===== src/query_pkg.sv =====
// Shared constants and types for the query table read-out block
package query_pkg;

  // ****************************************************************
  // Widths
  // ****************************************************************
  localparam int ADDR_W = 16;
  localparam int PART_W = 2;
  localparam int NUM_PARTS = 4;
  localparam int BLK_W = 6;
  localparam int NUM_BLKS = 64;
  localparam int BLK_SHIFT = 10;

  // ****************************************************************
  // Query space offsets (word addresses)
  // ****************************************************************
  localparam logic [ADDR_W-1:0] OFS_MFR_CODE = 16'h0000;
  localparam logic [ADDR_W-1:0] OFS_DEV_CODE = 16'h0001;
  localparam logic [ADDR_W-1:0] OFS_BLK_STATUS = 16'h0002;
  localparam logic [ADDR_W-1:0] OFS_VENDOR_LO = 16'h0004;
  localparam logic [ADDR_W-1:0] OFS_VENDOR_HI = 16'h000f;
  localparam logic [ADDR_W-1:0] OFS_IDENT = 16'h0010;
  localparam logic [ADDR_W-1:0] OFS_SYS_IF = 16'h001b;
  localparam logic [ADDR_W-1:0] OFS_GEOMETRY = 16'h0027;
  localparam logic [ADDR_W-1:0] OFS_TABLE_END = 16'h002c;

  // ****************************************************************
  // Field values
  // ****************************************************************
  localparam logic [7:0] CHAR_Q = 8'h51;
  localparam logic [7:0] CHAR_R = 8'h52;
  localparam logic [7:0] CHAR_Y = 8'h59;
  localparam logic [15:0] PRIMARY_CMD_SET = 16'h0003;
  localparam logic [15:0] EXT_TABLE_OFS = 16'h0039;
  localparam logic [15:0] ALT_CMD_SET = 16'h0000;
  localparam logic [15:0] ALT_TABLE_OFS = 16'h0000;
  // Device size exponent, plain default
  localparam logic [7:0] DEV_SIZE_CODE = 8'h17;
  // Arbitrary identity values
  localparam logic [7:0] MAKER_ID = 8'h5a;
  localparam logic [7:0] PART_ID = 8'ha5;
  localparam logic [7:0] ZERO_BYTE = 8'h00;
  localparam int LOCKED_BIT = 0;
  localparam int LOCKDOWN_BIT = 1;

  // ****************************************************************
  // Commands and modes
  // ****************************************************************
  localparam logic [7:0] CMD_READ_ARRAY = 8'hff;
  localparam logic [7:0] CMD_READ_QUERY = 8'h98;
  localparam logic [7:0] CMD_READ_ID = 8'h90;
  localparam logic [7:0] CMD_READ_STATUS = 8'h70;

  typedef enum logic [1:0] {
    MODE_ARRAY,
    MODE_QUERY,
    MODE_STATUS
  } read_mode_t;

  typedef struct packed {
    logic [PART_W-1:0] part;
    logic [ADDR_W-1:0] offset;
  } word_addr_t;

  typedef struct packed {
    logic [7:0] high_data_lane;
    logic [7:0] low_data_lane;
  } data_word_t;

endpackage


===== src/query_readout.sv =====
// Query read-out logic with per-partition read mode and block status
//
// Functional notes
// - Query bytes appear on the low data lane and the high lane reads zero.
// - Query offsets are word addresses and the table starts at word 10h.
// - Words 10h, 11h and 12h return 51h, 52h and 59h.
// - Multi-byte fields are little-endian across rising offsets.
// - The query command switches the addressed partition to query output.
// - Offsets 4 to Fh are vendor space with no standard content.
// - Ident group at 10h, system interface at 1Bh, layout at 27h.
// - Words 15h and 16h hold the extended table pointer.
// - Block base plus two returns the block status, bit 0 locked.
// - Bit 1 of the block status shows lock-down.
// - Bits 2 to 7 of the block status read zero.
// - Each partition keeps its read mode until a recognised command is written to it.
// - After reset every partition returns array data.
`timescale 1ns/1ps
`default_nettype none
module query_readout (
  // Clock and reset
  input wire logic CLK_IN,
  input wire logic RST_N_IN,
  // Command write
  input wire logic CMD_WR_IN,
  input wire query_pkg::word_addr_t CMD_ADDR_IN,
  input wire logic [7:0] CMD_DATA_IN,
  // Read request
  input wire logic RD_IN,
  input wire query_pkg::word_addr_t RD_ADDR_IN,
  input wire query_pkg::data_word_t ARRAY_DATA_IN,
  input wire logic [7:0] STATUS_DATA_IN,
  // Block lock state
  input wire logic [query_pkg::NUM_BLKS-1:0] BLK_LOCKED_IN,
  input wire logic [query_pkg::NUM_BLKS-1:0] BLK_LOCKDOWN_IN,
  // Read answer
  output var query_pkg::data_word_t RD_DATA_OUT,
  output logic RD_VALID_OUT
);
  import query_pkg::*;

  // ****************************************************************
  // Helper functions
  // ****************************************************************
  // Map a command code onto the output kind it selects
  function automatic read_mode_t decode_cmd(input logic [7:0] cmd,
                                            input read_mode_t cur);
    case (cmd)
      CMD_READ_ARRAY: decode_cmd = MODE_ARRAY;
      CMD_READ_QUERY: decode_cmd = MODE_QUERY;
      CMD_READ_ID: decode_cmd = MODE_QUERY;
      CMD_READ_STATUS: decode_cmd = MODE_STATUS;
      default: decode_cmd = cur;
    endcase
  endfunction

  // Block index held in the upper offset bits
  function automatic logic [BLK_W-1:0] block_of(
    input logic [ADDR_W-1:0] ofs
  );
    block_of = ofs[BLK_SHIFT +: BLK_W];
  endfunction

  // Word position inside the block, widened to a table offset
  function automatic logic [ADDR_W-1:0] table_ofs_of(
    input logic [ADDR_W-1:0] ofs
  );
    table_ofs_of = {{BLK_W{1'b0}}, ofs[BLK_SHIFT-1:0]};
  endfunction

  // Byte on the low lane, zero on the high lane
  function automatic data_word_t low_lane_word(input logic [7:0] val);
    low_lane_word.high_data_lane = ZERO_BYTE;
    low_lane_word.low_data_lane = val;
  endfunction

  // ****************************************************************
  // Partition read modes
  // ****************************************************************
  read_mode_t mode_ff [NUM_PARTS];

  genvar gp;
  generate
    for (gp = 0; gp < NUM_PARTS; gp++) begin : g_part
      logic cmd_hit;
      read_mode_t nxt_mode;

      // Only a write aimed at this partition moves its mode
      assign cmd_hit = CMD_WR_IN && (CMD_ADDR_IN.part == PART_W'(gp));

      always_comb begin
        nxt_mode = mode_ff[gp];
        if (cmd_hit) begin
          nxt_mode = decode_cmd(CMD_DATA_IN, mode_ff[gp]);
        end
      end

      always_ff @(posedge CLK_IN) begin
        if (!RST_N_IN) begin
          mode_ff[gp] <= MODE_ARRAY;
        end else begin
          mode_ff[gp] <= nxt_mode;
        end
      end
    end
  endgenerate

  // ****************************************************************
  // Block lock state
  // ****************************************************************
  logic [1:0] lock_pair [NUM_BLKS];

  genvar gb;
  generate
    for (gb = 0; gb < NUM_BLKS; gb++) begin : g_blk
      assign lock_pair[gb] = {BLK_LOCKDOWN_IN[gb], BLK_LOCKED_IN[gb]};
    end
  endgenerate

  // ****************************************************************
  // Query lookup
  // ****************************************************************
  logic [BLK_W-1:0] blk_idx;
  logic [ADDR_W-1:0] rel_ofs;
  logic [1:0] blk_state;
  logic [7:0] query_byte;

  // Every block repeats the table, so base plus two is its status word
  assign blk_idx = block_of(RD_ADDR_IN.offset);
  assign rel_ofs = table_ofs_of(RD_ADDR_IN.offset);
  assign blk_state = lock_pair[blk_idx];

  query_rom u_rom (
    .offset_in(rel_ofs),
    .blk_state_in(blk_state),
    .byte_out(query_byte)
  );

  // ****************************************************************
  // Read answer
  // ****************************************************************
  read_mode_t rd_mode;
  data_word_t nxt_rd_data;

  // A command in the same cycle as a read only affects later reads
  assign rd_mode = mode_ff[RD_ADDR_IN.part];

  always_comb begin
    case (rd_mode)
      MODE_QUERY: nxt_rd_data = low_lane_word(query_byte);
      MODE_STATUS: nxt_rd_data = low_lane_word(STATUS_DATA_IN);
      MODE_ARRAY: nxt_rd_data = ARRAY_DATA_IN;
      default: nxt_rd_data = ARRAY_DATA_IN;
    endcase
  end

  // Data holds between reads
  always_ff @(posedge CLK_IN) begin
    if (!RST_N_IN) begin
      RD_DATA_OUT <= '0;
    end else if (RD_IN) begin
      RD_DATA_OUT <= nxt_rd_data;
    end
  end

  // One-cycle answer strobe
  always_ff @(posedge CLK_IN) begin
    if (!RST_N_IN) begin
      RD_VALID_OUT <= 1'b0;
    end else begin
      RD_VALID_OUT <= RD_IN;
    end
  end
endmodule
`default_nettype wire


===== src/query_rom.sv =====
// Combinational query table lookup by word offset
`timescale 1ns/1ps
`default_nettype none
module query_rom (
  // Lookup
  input wire logic [15:0] offset_in,
  input wire logic [1:0] blk_state_in,
  output logic [7:0] byte_out
);
  import query_pkg::*;

  always_comb begin
    byte_out = ZERO_BYTE;
    case (offset_in)
      OFS_MFR_CODE: byte_out = MAKER_ID;
      OFS_DEV_CODE: byte_out = PART_ID;
      OFS_BLK_STATUS: begin
        byte_out[LOCKED_BIT] = blk_state_in[LOCKED_BIT];
        byte_out[LOCKDOWN_BIT] = blk_state_in[LOCKDOWN_BIT];
      end
      OFS_IDENT: byte_out = CHAR_Q;
      OFS_IDENT + 16'h0001: byte_out = CHAR_R;
      OFS_IDENT + 16'h0002: byte_out = CHAR_Y;
      OFS_IDENT + 16'h0003: byte_out = PRIMARY_CMD_SET[7:0];
      OFS_IDENT + 16'h0004: byte_out = PRIMARY_CMD_SET[15:8];
      OFS_IDENT + 16'h0005: byte_out = EXT_TABLE_OFS[7:0];
      OFS_IDENT + 16'h0006: byte_out = EXT_TABLE_OFS[15:8];
      OFS_IDENT + 16'h0007: byte_out = ALT_CMD_SET[7:0];
      OFS_IDENT + 16'h0008: byte_out = ALT_CMD_SET[15:8];
      OFS_IDENT + 16'h0009: byte_out = ALT_TABLE_OFS[7:0];
      OFS_IDENT + 16'h000a: byte_out = ALT_TABLE_OFS[15:8];
      OFS_SYS_IF: byte_out = 8'h17;
      OFS_SYS_IF + 16'h0001: byte_out = 8'h19;
      OFS_SYS_IF + 16'h0002: byte_out = 8'hb4;
      OFS_SYS_IF + 16'h0003: byte_out = 8'hc6;
      OFS_SYS_IF + 16'h0004: byte_out = 8'h04;
      OFS_SYS_IF + 16'h0006: byte_out = 8'h0a;
      OFS_SYS_IF + 16'h0008: byte_out = 8'h04;
      OFS_SYS_IF + 16'h000a: byte_out = 8'h03;
      OFS_GEOMETRY: byte_out = DEV_SIZE_CODE;
      OFS_GEOMETRY + 16'h0001: byte_out = 8'h01;
      default: byte_out = ZERO_BYTE;
    endcase
  end
endmodule
`default_nettype wire

===== config.mk =====
export PLATFORM = sky130hd
export DESIGN_NAME = query_readout
export DESIGN_NICKNAME = d
export VERILOG_FILES = /design/src/query_pkg.sv /design/src/query_readout.sv /design/src/query_rom.sv
export SDC_FILE = /design/constraint.sdc
export NUM_CORES = 1
export LEC_CHECK = 0
export BUFFER_PORTS_ARGS = -buffer_cell sky130_fd_sc_hd__buf_2
export CAP_MARGIN = 5
export CELL_PAD_IN_SITES_DETAIL_PLACEMENT = 1
export CELL_PAD_IN_SITES_GLOBAL_PLACEMENT = 2
export CORE_ASPECT_RATIO = 0.75
export CORE_MARGIN = 2
export CORE_UTILIZATION = 21
export DETAILED_ROUTE_END_ITERATION = 16
export PLACE_DENSITY = 0.8
export SETUP_SLACK_MARGIN = 0.4
export SYNTH_ARGS = -nofsm -noshare
export SYNTH_HDL_FRONTEND = slang
export SYNTH_SLANG_ARGS = --single-unit

===== constraint.sdc =====
create_clock -name CLK_IN -period 3.7 [get_ports CLK_IN]
set_input_delay 1.11 -clock CLK_IN [delete_from_list [all_inputs] [get_ports CLK_IN]]
set_output_delay 1.11 -clock CLK_IN [all_outputs]
set_load 0.03 [all_outputs]

; Word level (Yosys, flattened, before mapping)
; Memory sizes are Yosys's and may differ from the RTL's.
; Index checks and enable logic that the tools add are counted.
[totals]
memories = 1
elab_cells = 82
output_inout_bits = 17
ram_bits = 8
regBits = 17
inputBits = 200
[op_classes]
reduce_logical = 18
order_cmp = 1
mux = 20
n_eq_ne = 34
bitwise_logic = 5
[memory_table]
columns = name, words, width, read_ports, rd_clocked_by_memory_dff, write_ports, line
row1 = mode_ff, 4, 2, 1, 0, 4, query_readout.sv:79  ; read_mode_t mode_ff [NUM_PARTS];
[op_table]
columns = cell, n
row1 = "equality test 10 x 5 -> 1 bit, second input constant", 10
row2 = case mux 6 bit (10 select lines), 1
row3 = "equality test 10 x 6 -> 1 bit, second input constant", 5
row4 = case mux 16 bit (2 select lines), 1
row5 = "equality test 8 bit, second input constant", 3
row6 = case mux 2 bit (3 select lines), 4
row7 = 2-to-1 mux 2 bit, 10
row8 = zero test 16 bit, 1
row9 = "!= test 4 bit, second input constant", 4
row10 = binary-select mux 2 bit (select 6 bit), 1
row11 = AND reduction 3 bit, 4
row12 = "equality test 10 x 1 -> 1 bit, second input constant", 1
row13 = "equality test 10 x 2 -> 1 bit, second input constant", 1
row14 = OR reduction 2 bit, 5
row15 = "equality test 8 x 7 -> 1 bit, second input constant", 1
row16 = case mux 2 bit (4 select lines), 1
row17 = OR reduction 4 bit, 2
row18 = "greater-or-equal comparator 7 bit, second input constant", 1
row19 = inverter 6 -> 7 bit, 1
row20 = "equality test 2 bit, second input constant", 3
row21 = OR reduction 6 bit, 1
row22 = "equality test 2 x 1 -> 1 bit, second input constant", 2
row23 = logical AND 1 bit, 4
row24 = "!= test 1 bit, second input constant", 4
row25 = other kinds (3), 7

; Longest topological paths before layout
; Gate-level depths: netlist of run 1.
[logic_depth]
word_depth = 6
ltp_mapped = 10
ltp_nobuf = 9

; Cells and area by module
; From an unflattened synthesis of run 1, not the netlist that was laid out.
[unflattened]
cells_unflattened = 307
area_unflattened_um2 = 2844.0
[by_module_without_submodules]
columns = mod, cells_per_inst, area_per_inst_um2, instances, seq_area_each_um2
row1 = query_readout, 233, 2388.5, 1, 580.6
row2 = query_rom, 74, 455.4, 1, 0.0

; Least setup slack after synthesis of run 1
; No wires, ideal clock.
[synth_path]
path_kind = input to register
start = input port RD_ADDR_IN[16] (netlist bit)
end = register RD_DATA_OUT[1] (netlist bit)
setup_time_ns = 0.133
setup_slack_ns = 0.523
required_ns = 3.567
arrival_time_ns = 3.044
cell_stages = 9
path_buffers = 1
cell_sequence = mux4_2 -> ha_1 -> clkbuf_1 -> inv_1 -> o21ai_0 -> nor2_1 -> a32o_1 -> a31oi_1 -> o41ai_1
[synth_via]
elab_chain_cells = 3
word_cells_on_any_way = 4
cone_classes = eq/ne (2) / mux (1) / memory (1)
[synth_lines]
columns = element, line
row1 = from (decl), query_readout.sv:29  ; input wire query_pkg::word_addr_t RD_ADDR_IN,
row2 = memory read (4 x 2 bit) *, -
row3 = equality test 2 bit or equality test 2 x 1 -> 1 bit (tied branches), query_readout.sv:148  ; case (rd_mode)
row4 = case mux 16 bit (2 select lines) *, query_readout.sv:148
row5 = to (signal assigned), query_readout.sv:161  ; RD_DATA_OUT <= nxt_rd_data;
row6 = to (decl), query_readout.sv:36  ; output var query_pkg::data_word_t RD_DATA_OUT,
; Mark *: on every way between the ends. The rest lies on a longest branch, timed or not.
; A chain may end at the register's enable or synchronous reset.

; Worst setup path in the final report of run 1
[layout_path]
start = input port RD_ADDR_IN[16] (netlist bit)
end = register RD_DATA_OUT[0] (netlist bit)
; The elaborated chain is that of the path after synthesis.

==> impl_metrics.yaml, run 1 <==
clocking:
  cts_num_sinks: 25
  root_buffer: "clkbuf_16"
  cts.clk_slew.worst_paths_ns: 0.06
  clk_latency_ns: 0.26
  cts_buffer_depth: 2
  cts_htree_levels: 1
  numCtsBuffers: 3
  tritoncts: "yes"
  cts_resized: 0
  postCtsSetupBuffers: 0
  postCtsHoldBufs: 0
cells_and_area:
  layout.cells.non_filler: 640
  design_area_mm2: 0.00396
  syn_to_final_growth_pct: 44.9
  num-fill-cells: 1562
  final_core_util: 0.308
  nets: 672
  final_layout_size_suffix_gt1_frac: 0.548
  antennaDiodeCount: 0
synthesis:
  yosys.area.top_type: "mux4_2"
  synthArstFlopShare: 0
  ys_ff_latch: 25
  synth_common_cells: "34 x mux4_2, 22 x nor2_1, 17 x dfxtp_1, 16 x nand2_1"
  synth.distinct_cells: 57
  syn_inst: 281
  synth_nets: 483
  mappedNetlistArea_mm2: 0.00273
  synth_edf_count: 8
  ys_top_cells_by_area: "mux4_2 28%, dfxtp_1 12%, edfxtp_1 8.8%, nor2b_1 3.4%, nor2_1 3.0%"
  yosysWarnings: 0
  avgSynthCellArea_um2: 9.72
  synth_ff_type: "dfxtp_1"
  synth_top_area_share: 0.280
  yosysSeqAreaShare: 0.213
  yosysMostFrequentCell: "mux4_2"
power:
  peakVddDrop_uv: 174
  leakagePower_nw: 1.68
  p_per_area_mw_per_mm2: 240
  p_switching_uw: 307
  clkPwrFrac: 0.253
  pwr-share-comb: 0.420
  swShare: 0.322
  cell_internal_pwr_uw: 645
  p_seq_frac: 0.327
worst_setup_path:
  cp_slowest_stage_delay_ns: 0.52
  crit_buf_inv: 2
  cp-end-kind: "register"
  path_delay_family: "compound AO/OA/AOI/OAI gates"
  cp_max_fo: 7
  cp-start-kind: "primary input"
  slowest_stage: "mux4_2"
  cp.arrival_ns: 3.25
  worstPathCellList: "buf_2 > mux4_2 > ha_1 > inv_1 > o21ai_0 > nor3_1 > a21oi_1 > nand4_1"
  crit_required_ns: 3.83
  critPathKind: "in2reg"
timing:
  tightest_slew_ns: 0.571
  setup_viol: 0
  fin_crit_sh: 0.844
  fmax_mhz: 320
  fin_tns_setup_ns: 0
  drv_slew: 0
  final_hold_viol_count: 0
  slew_headroom: 0.615
  finClkSkew_ns: 0.00336
  timing.final.ws_setup_ns: 0.577
  fin_crit_ns: 3.12
  rsz0062_at_grt: "false"
detailed_routing:
  drt_iter0_drc: 133
  dr.pass1.iters: 4
  drcViolationCount: 0
  wl_per_cell_um: 16.8
  antenna_left: 0
  vias_per_cell: 4.93
  routed-via-count: 3156
  routed_wl_mm: 10.8
floorplan:
  die_h_um: 103
  pin_count: 217
  rows: 36
  initial_core_util: 0.213
  die_w_um: 136
  dieArea_mm2: 0.0139
  coreArea_mm2: 0.0128
global_route:
  track_usage: 0.148
  antenna_found_initial: 0
  grt_pass1_vias: 3347
  grt_pass1_wl_mm: 16.6
  grt_max_degree: 23
  overflow: 0
status:
  run_status: "completed"
placed_design:
  place_congestion: 0.880
  place_area_mm2: 0.00388
  place_ws_ns: 0.309
  dp_hpwl_mm: 9.40
  dp.cells: 636
  port_buffers: 200
run:
  drv_cap: 0
min_path:
  hold_path_class: "reg2reg"
## cell families after synthesis
family	count (synthesis)	share of synthesized area
buffers and inverters	30	0.0536
and+or+nand+nor	110	0.226
xor gates and xnor gates	1	0.00321
adders and majority gates	3	0.0128
AOI/OAI and AO/OA	72	0.189
muxes	40	0.302
DFF	25	0.213
## tightest hold or removal path: stages, from the launching register on
cell     delay, ns
dfxtp_1       0.33
a22oi_1       0.08
nor2b_1       0.10
## layout make-up
cell class / instances / area, um^2 / area share
sequential: 25 / 581 / 0.147
tap: 171 / 214 / 0.0540
multi-input combinational: 226 / 2000 / 0.506
timing repair buffer: 207 / 1050 / 0.266
clock buffer: 3 / 75.1 / 0.0190
clock inverter: 1 / 5.00 / 0.00126
inverter: 7 / 26.3 / 0.00664
## registers in the layout, indices dropped and copies added (netlist names)
signal and flops:
RD_DATA_OUT 16, RD_VALID_OUT 1, mode_ff 8
## cells in the final DEF, fill, tap and decap left out, types with 4 or more instances in the layout
cell type | netlist | final
o22ai_1 | 6 | 6
nor2b_1 | 15 | 15
a21oi_1 | 15 | 15
a22oi_1 | 9 | 9
a221oi_1 | 5 | 5
inv_1 | 6 | 6
nand4_1 | 4 | 4
buf_4 | 1 | 7
dfxtp_1 | 17 | 17
nand2_1 | 16 | 16
mux4_2 | 34 | 34
edfxtp_1 | 8 | 8
o21ai_0 | 9 | 9
nor3_1 | 11 | 11
mux2i_1 | 6 | 6
nand2b_1 | 8 | 8
nand3_1 | 10 | 10
nor2_1 | 22 | 22
buf_2 | 6 | 200
## power groups by stage
stage / clock [mW] / sequential [mW] / combinational (mW)
floorplan: 0 / 0.346 / 0.203
global placement: 0 / 0.317 / 0.393
detailed placement: 0 / 0.318 / 0.405
CTS: 0.249 / 0.311 / 0.406
global route: 0.260 / 0.314 / 0.436
finish: 0.241 / 0.311 / 0.400
## per-stage QoR
stage	power, mW	hold slack, ns
2_1_floorplan	0.549	0.676
3_3_place_gp	0.710	0.511
3_5_place_dp	0.723	0.528
4_1_cts	0.966	0.546
5_1_grt	1.01	0.562
6_report	0.952	0.543
## worst paths after layout
kind              cells after the start                         start  slack (ns)                           end
setup / recovery                      8                RD_ADDR_IN[16]        0.58   RD_DATA_OUT[0]$_SDFFE_PN0P_
hold / removal                        2  RD_DATA_OUT[10]$_SDFFE_PN0P_        0.54  RD_DATA_OUT[10]$_SDFFE_PN0P_
setup reg to reg                      7   mode_ff[3][0]$_SDFFCE_PN0P_        1.17   RD_DATA_OUT[0]$_SDFFE_PN0P_
hold reg to reg                       2  RD_DATA_OUT[10]$_SDFFE_PN0P_        0.54  RD_DATA_OUT[10]$_SDFFE_PN0P_
## routing by layer
layer  wire, um  part of all wire  global-route usage  vias to the layer above
li1           -                 -                   -                     1509
met1       4580              0.43               0.192                     1521
met2       5510              0.51               0.272                      120
met3        605             0.056              0.0216                        6
met4         80            0.0074              0.0160                        0
met5          0                 0                   0                        -
No activity file was read; power rests on OpenSTA's default activity.
==> inputs of run 2 (changes only) <==
--- a/config.mk
+++ b/config.mk
@@ -5,13 +5,14 @@
 export SDC_FILE = /design/constraint.sdc
 export NUM_CORES = 1
 export LEC_CHECK = 0
+export ABC_AREA = 1
 export BUFFER_PORTS_ARGS = -buffer_cell sky130_fd_sc_hd__buf_2
 export CAP_MARGIN = 5
 export CELL_PAD_IN_SITES_DETAIL_PLACEMENT = 1
 export CELL_PAD_IN_SITES_GLOBAL_PLACEMENT = 2
 export CORE_ASPECT_RATIO = 0.75
 export CORE_MARGIN = 2
-export CORE_UTILIZATION = 21
+export CORE_UTILIZATION = 18
 export DETAILED_ROUTE_END_ITERATION = 16
 export PLACE_DENSITY = 0.8
 export SETUP_SLACK_MARGIN = 0.4
==> constraint.sdc (replaced) <==
create_clock -name CLK_IN -period 3.1 [get_ports CLK_IN]
set_input_delay 0.93 -clock CLK_IN [delete_from_list [all_inputs] [get_ports CLK_IN]]
set_output_delay 0.93 -clock CLK_IN [all_outputs]
set_load 0.03 [all_outputs]
==> run 2 against run 1 <==
Against the previous run: via count increased by 29%; synthesized cell count grew 90%; sequential power up 19%; first-iteration DRC count shrank 4.5%; worst setup slack improved by 0.037 ns; cell count grew 45%; critical path depth grew 3; count of clock-buffer cells in the layout increased by 1; combinational power rose by 25%; clock skew grew 0.0032 ns; hold slack got worse by 0.079 ns; final area up 4.7%; critical endpoint is now RD_DATA_OUT[2]$_SDFFE_PN0P_; largest cell class unchanged.
==> impl_metrics.yaml, run 2 <==
synthesis:
  synth_edf_count: 8
  syn_inst: 533
  synth_simple_gate_area_share: 0.583
  synth_ff_type: "dfxtp_1"
  synth_adder_area_share: 0.00867
  ys_top_cells_by_area: "nand2_1 29%, nand3_1 21%, dfxtp_1 12%, edfxtp_1 8.3%, a21oi_1 4.9%"
  yosysSeqAreaShare: 0.201
  synth_top_area_share: 0.294
  synth-compound-area-share: 0.0919
  synthArstFlopShare: 0
  synth_top_family_by_area: "simple AND/OR/NAND/NOR gates"
  synth_nets: 735
  avgSynthCellArea_um2: 5.42
  yosysWarnings: 0
  yosys.area.top_type: "nand2_1"
  ys_ff_latch: 25
  mappedNetlistArea_mm2: 0.00289
  synth_common_cells: "226 x nand2_1, 124 x nand3_1, 34 x inv_1, 28 x a21oi_1, 23 x nor2_1"
  synthXorXnorAreaFrac: 0
  synth_mux_area_frac: 0
  yosysMostFrequentCell: "nand2_1"
  synth.distinct_cells: 29
clocking:
  cts_num_sinks: 25
  postCtsHoldBufs: 0
  root_buffer: "clkbuf_16"
  postCtsSetupBuffers: 0
  numCtsBuffers: 3
  cts.clk_slew.worst_paths_ns: 0.06
  cts_htree_levels: 1
  cts_resized: 0
  clk_latency_ns: 0.26
  cts_buffer_depth: 2
  tritoncts: "yes"
floorplan:
  dieArea_mm2: 0.0171
  initial_core_util: 0.182
  die_h_um: 114
  coreArea_mm2: 0.0159
  die_w_um: 150
  rows: 40
  pin_count: 217
placed_design:
  place_ws_ns: 0.322
  dp_hpwl_mm: 10.6
  place_congestion: 0.793
  port_buffers: 200
timing:
  timing.final.ws_setup_ns: 0.614
  drv_slew: 0
  rsz0062_at_grt: "false"
  tightest_slew_ns: 0.713
  finClkSkew_ns: 0.00657
  fmax_mhz: 402
  slew_headroom: 0.519
  fin_crit_sh: 0.802
  fin_crit_ns: 2.49
  final_hold_viol_count: 0
  fin_tns_setup_ns: 0
  setup_viol: 0
cells_and_area:
  final_cell_mix: "226 x nand2_1, 200 x buf_2, 124 x nand3_1"
  final_layout_size_suffix_gt1_frac: 0.312
  register_area_um2: 581
  multi_input_area_mm2: 0.00197
  largest_registers: "RD_DATA_OUT (16), mode_ff (8), RD_VALID_OUT (1)"
  final_common_cell: "nand2_1"
  num-fill-cells: 2142
  syn_to_final_growth_pct: 43.6
  nets: 920
  regMostFlops: "RD_DATA_OUT"
  largest_reg_flops: 16
detailed_routing:
  drt-met1-wl_mm: 6.22
  vias_per_cell: 4.40
  dr.pass1.iters: 4
  dr_wl_met2_mm: 5.57
  drt_iter0_drc: 127
  routed_wl_mm: 12.8
  wl_met3_mm: 1.03
  antenna_left: 0
  wl_per_cell_um: 13.8
  highest_layer: "met4"
  drcViolationCount: 0
  routed-via-count: 4087
power:
  peakVddDrop_uv: 274
  p_per_area_mw_per_mm2: 279
  p_total_mw: 1.16
  leakagePower_nw: 2.20
global_route:
  grt_max_degree: 36
  antenna_found_initial: 2
  track_usage: 0.144
  grt_pass1_vias: 4047
  overflow: 0
  grt_pass1_wl_mm: 20.2
run:
  drv_cap: 0
worst_setup_path:
  slowest_stage: "ha_1"
  ff2ff_setup_slack_ns: 1.19
  cp.arrival_ns: 2.60
  critPathKind: "in2reg"
  cp_slowest_stage_delay_ns: 0.35
  worstPathCellList: "buf_2 > inv_1 > nand2_1 > a32oi_1 > inv_1 > ha_1 > buf_4 > a21oi_1 > nand3_1 > o211ai_1 > a21oi_1"
  cp_max_fo: 8
  cp-end-kind: "register"
  cp-start-kind: "primary input"
  crit_required_ns: 3.22
status:
  run_status: "completed"
min_path:
  hold_path_class: "reg2reg"
[run 2: cell types whose count changed in the layout (fill, tap and decap cells not counted), moves of 6 or more]
cell	previous run	this run
nand2_1	16	226
nand3_1	10	124
mux4_2	34	0
inv_1	6	34
nor2b_1	15	0
a21oi_1	15	28
a22oi_1	9	0
nand2b_1	8	0
nand4_1	4	11
nor3_1	11	4
mux2i_1	6	0
o22ai_1	6	0
[run 2: logic make-up (layout without fill, tap and decap cells)]
family | count (synthesis) | in the layout
adders and majority gates | 2 | 2
buffers and inverters | 67 | 251
AOI/OAI and AO/OA | 45 | 45
DFF | 25 | 25
other | 0 | 2
and+or+nand+nor | 394 | 394
[run 2: stage by stage]
stage	utilization	cells	hold WS [ns]	cell area [um^2]
2_1_floorplan	-	533	0.595	2890
3_5_place_dp	0.256	923	0.458	4060
5_1_grt	0.261	927	0.486	4140
6_report	0.261	929	0.464	4150
3_3_place_gp	0.256	923	0.453	4060
4_1_cts	0.261	927	0.468	4140
[run 2: metal layers]
metal / GRT usage / vias up
met1: 0.198 / 1836
met5: 0 / -
met4: 0.00566 / 0
met3: 0.0344 / 2
li1: - / 2127
met2: 0.241 / 122
[run 2: area by class of cell]
cell class,count,area share
clock buffers,4,0.0190
diodes,2,0.00121
flip-flops and latches,25,0.140
well taps,210,0.0634
multi-input cells,441,0.476
inverters,35,0.0317
repair buffers,212,0.269
[run 2: critical path, delay by kind of cell]
kind            cells  cell delay, ns
compound gates      4            0.66
buf+inv             4            0.49
fa+ha+maj           1            0.35
simple gates        2            0.16
[run 2: final timing paths]
check	startpoint	to	cells past startpoint
worst max-delay path	RD_ADDR_IN[16]	RD_DATA_OUT[2]$_SDFFE_PN0P_	11
worst min-delay path	RD_DATA_OUT[13]$_SDFFE_PN0P_	RD_DATA_OUT[13]$_SDFFE_PN0P_	2
worst max register to register	mode_ff[1][1]$_SDFFCE_PN0P_	RD_DATA_OUT[2]$_SDFFE_PN0P_	9
worst min register to register	RD_DATA_OUT[13]$_SDFFE_PN0P_	RD_DATA_OUT[13]$_SDFFE_PN0P_	2
[run 2: where the power goes]
part           switching (mW)  internal, mW  leakage, nW
clock network           0.111         0.176       0.0382
logic                   0.297         0.206         1.95
registers             0.00942         0.360        0.215
==> inputs of run 3 (changes only) <==
==> constraint.sdc (replaced) <==
create_clock -name CLK_IN -period 2.6 [get_ports CLK_IN]
set_input_delay 0.78 -clock CLK_IN [delete_from_list [all_inputs] [get_ports CLK_IN]]
set_output_delay 0.78 -clock CLK_IN [all_outputs]
set_load 0.03 [all_outputs]
==> run 3 against run 2 <==
Against the previous run: utilization rose by 1.8 points; count of clock-buffer cells in the layout fell by 1; final area rose by 7.0%; cell count rose by 0.97%; die area did not move; highest routed layer is now met5; wire length rose by 3.9%; via count rose by 1.5%; worst setup slack got worse by 0.059 ns; global-route usage rose by 0.59 points; largest power group unchanged.
==> impl_metrics.yaml, run 3 (synthesis gave the netlist of run 2 again) <==
worst_setup_path:
  path_delay_family: "buffers and inverters"
  crit_buf_inv: 6
  critPathKind: "in2reg"
  crit_required_ns: 2.72
  worstPathCellList: "buf_6 > inv_4 > nand2_2 > a32oi_2 > buf_4 > inv_2 > ha_4 > clkinvlp_4 > buf_4 > o21ai_1 > a21oi_1"
  slowest_stage: "ha_4"
  cp-end-kind: "register"
  crit_top_cell: "buf_4"
  cp_slowest_stage_delay_ns: 0.28
  cp-start-kind: "primary input"
  cp.arrival_ns: 2.17
  cp_max_fo: 8
placed_design:
  dp_hpwl_mm: 10.8
  place_congestion: 0.815
  port_buffers: 200
cells_and_area:
  final_layout_size_suffix_gt1_frac: 0.344
  final_cell_mix: "224 x nand2_1, 198 x buf_2, 121 x nand3_1"
  largest_reg_flops: 16
  largest_registers: "RD_DATA_OUT (16), mode_ff (8), RD_VALID_OUT (1)"
  regMostFlops: "RD_DATA_OUT"
  syn_to_final_growth_pct: 53.7
  register_area_um2: 581
  num-fill-cells: 2152
  final_core_util: 0.280
  nets: 930
  multi_input_area_mm2: 0.00204
  final_common_cell: "nand2_1"
detailed_routing:
  dr.pass1.iters: 4
  routed_wl_mm: 13.3
  wl_per_cell_um: 14.2
  routed-via-count: 4148
  vias_per_cell: 4.42
  drt_iter0_drc: 132
  antenna_left: 0
  drcViolationCount: 0
global_route:
  track_usage: 0.150
  grt_max_degree: 32
  grt_pass1_vias: 4141
  antenna_found_initial: 2
  grt_pass1_wl_mm: 20.8
  overflow: 0
power:
  leakagePower_nw: 2.30
  p_seq_frac: 0.305
  swShare: 0.360
  p_total_mw: 1.45
  peakVddDrop_uv: 356
  p_switching_uw: 520
  cell_internal_pwr_uw: 927
  clkPwrFrac: 0.239
  p_per_area_mw_per_mm2: 326
  pwr-share-comb: 0.455
timing:
  fmax_mhz: 489
  drv_slew: 0
  fin_crit_ns: 2.05
  slew_headroom: 0.568
  tightest_slew_ns: 0.647
  setup_viol: 0
  final_hold_viol_count: 0
  fin_crit_sh: 0.787
  fin_tns_setup_ns: 0
  rsz0062_at_grt: "false"
  finClkSkew_ns: 0.00594
floorplan:
  die_w_um: 150
  pin_count: 217
  coreArea_mm2: 0.0159
  rows: 40
  initial_core_util: 0.182
  dieArea_mm2: 0.0171
  die_h_um: 114
run:
  drv_cap: 0
clocking:
  cts_num_sinks: 25
  numCtsBuffers: 3
  cts_htree_levels: 1
  cts_buffer_depth: 2
  tritoncts: "yes"
  clk_latency_ns: 0.26
  root_buffer: "clkbuf_16"
  cts.clk_slew.worst_paths_ns: 0.07
min_path:
  hold_path_class: "reg2reg"
status:
  run_status: "completed"
run 3: worst min-delay path: cells and delay by family, from the launching register on:
kind / cells / cell delay, ns
flops: 1 / 0.31
simple gates: 1 / 0.06
compound gates: 1 / 0.05
run 3: final cells by class:
class                           instances  area share
Multi-Input combinational cell        441       0.459
Timing Repair Buffer                  222       0.298
Inverter                               35      0.0344
Antenna cell                            1    0.000564
Clock inverter                          1     0.00113
Tap cell                              210      0.0592
Clock buffer                            3      0.0169
Sequential cell                        25       0.131
run 3: layer usage:
layer	up-vias	wire length [um]	GRT usage
li1	2152	-	-
met1	1854	6090	0.196
met2	133	6030	0.261
met3	7	1130	0.0364
met4	2	62	0.0126
met5	-	13	0
run 3: path summary, 6_finish.rpt:
check | from | end | slack [ns] | cells after the start
min reg2reg | RD_DATA_OUT[9]$_SDFFE_PN0P_ | RD_DATA_OUT[9]$_SDFFE_PN0P_ | 0.46 | 2
max | RD_ADDR_IN[16] | RD_DATA_OUT[3]$_SDFFE_PN0P_ | 0.55 | 11
max reg2reg | mode_ff[0][1]$_SDFFCE_PN0P_ | RD_DATA_OUT[3]$_SDFFE_PN0P_ | 0.88 | 9
min | RD_DATA_OUT[9]$_SDFFE_PN0P_ | RD_DATA_OUT[9]$_SDFFE_PN0P_ | 0.46 | 2
run 3: what timing repair did:
action / 4_1_cts / 5_1_grt
pin swaps: 1 / 7
endpoints found under the setup margin: 5 / 17
hold buffers: 0 / 0
gates cloned: 0 / 3
setup buffers: 0 / 1
resized for setup: 5 / 39
run 3: metrics by stage:
stage | hold WS, ns | setup slack [ns] | area (um^2) | instances
5_1_grt | 0.489 | 0.393 | 4430 | 937
6_report | 0.463 | 0.555 | 4440 | 938
2_1_floorplan | 0.595 | 0.401 | 2890 | 533
3_3_place_gp | 0.451 | 0.118 | 4120 | 929
3_5_place_dp | 0.455 | 0.0523 | 4120 | 929
4_1_cts | 0.465 | 0.401 | 4220 | 933
run 3: power groups by stage:
| stage | sequential, mW | clock [mW] | combinational [mW] |
|---|---|---|---|
| after detailed placement | 0.450 | 0 | 0.612 |
| after CTS | 0.442 | 0.357 | 0.619 |
| final | 0.442 | 0.346 | 0.659 |
| after global placement | 0.449 | 0 | 0.608 |
| after floorplan | 0.490 | 0 | 0.302 |
| after global routing | 0.445 | 0.377 | 0.742 |
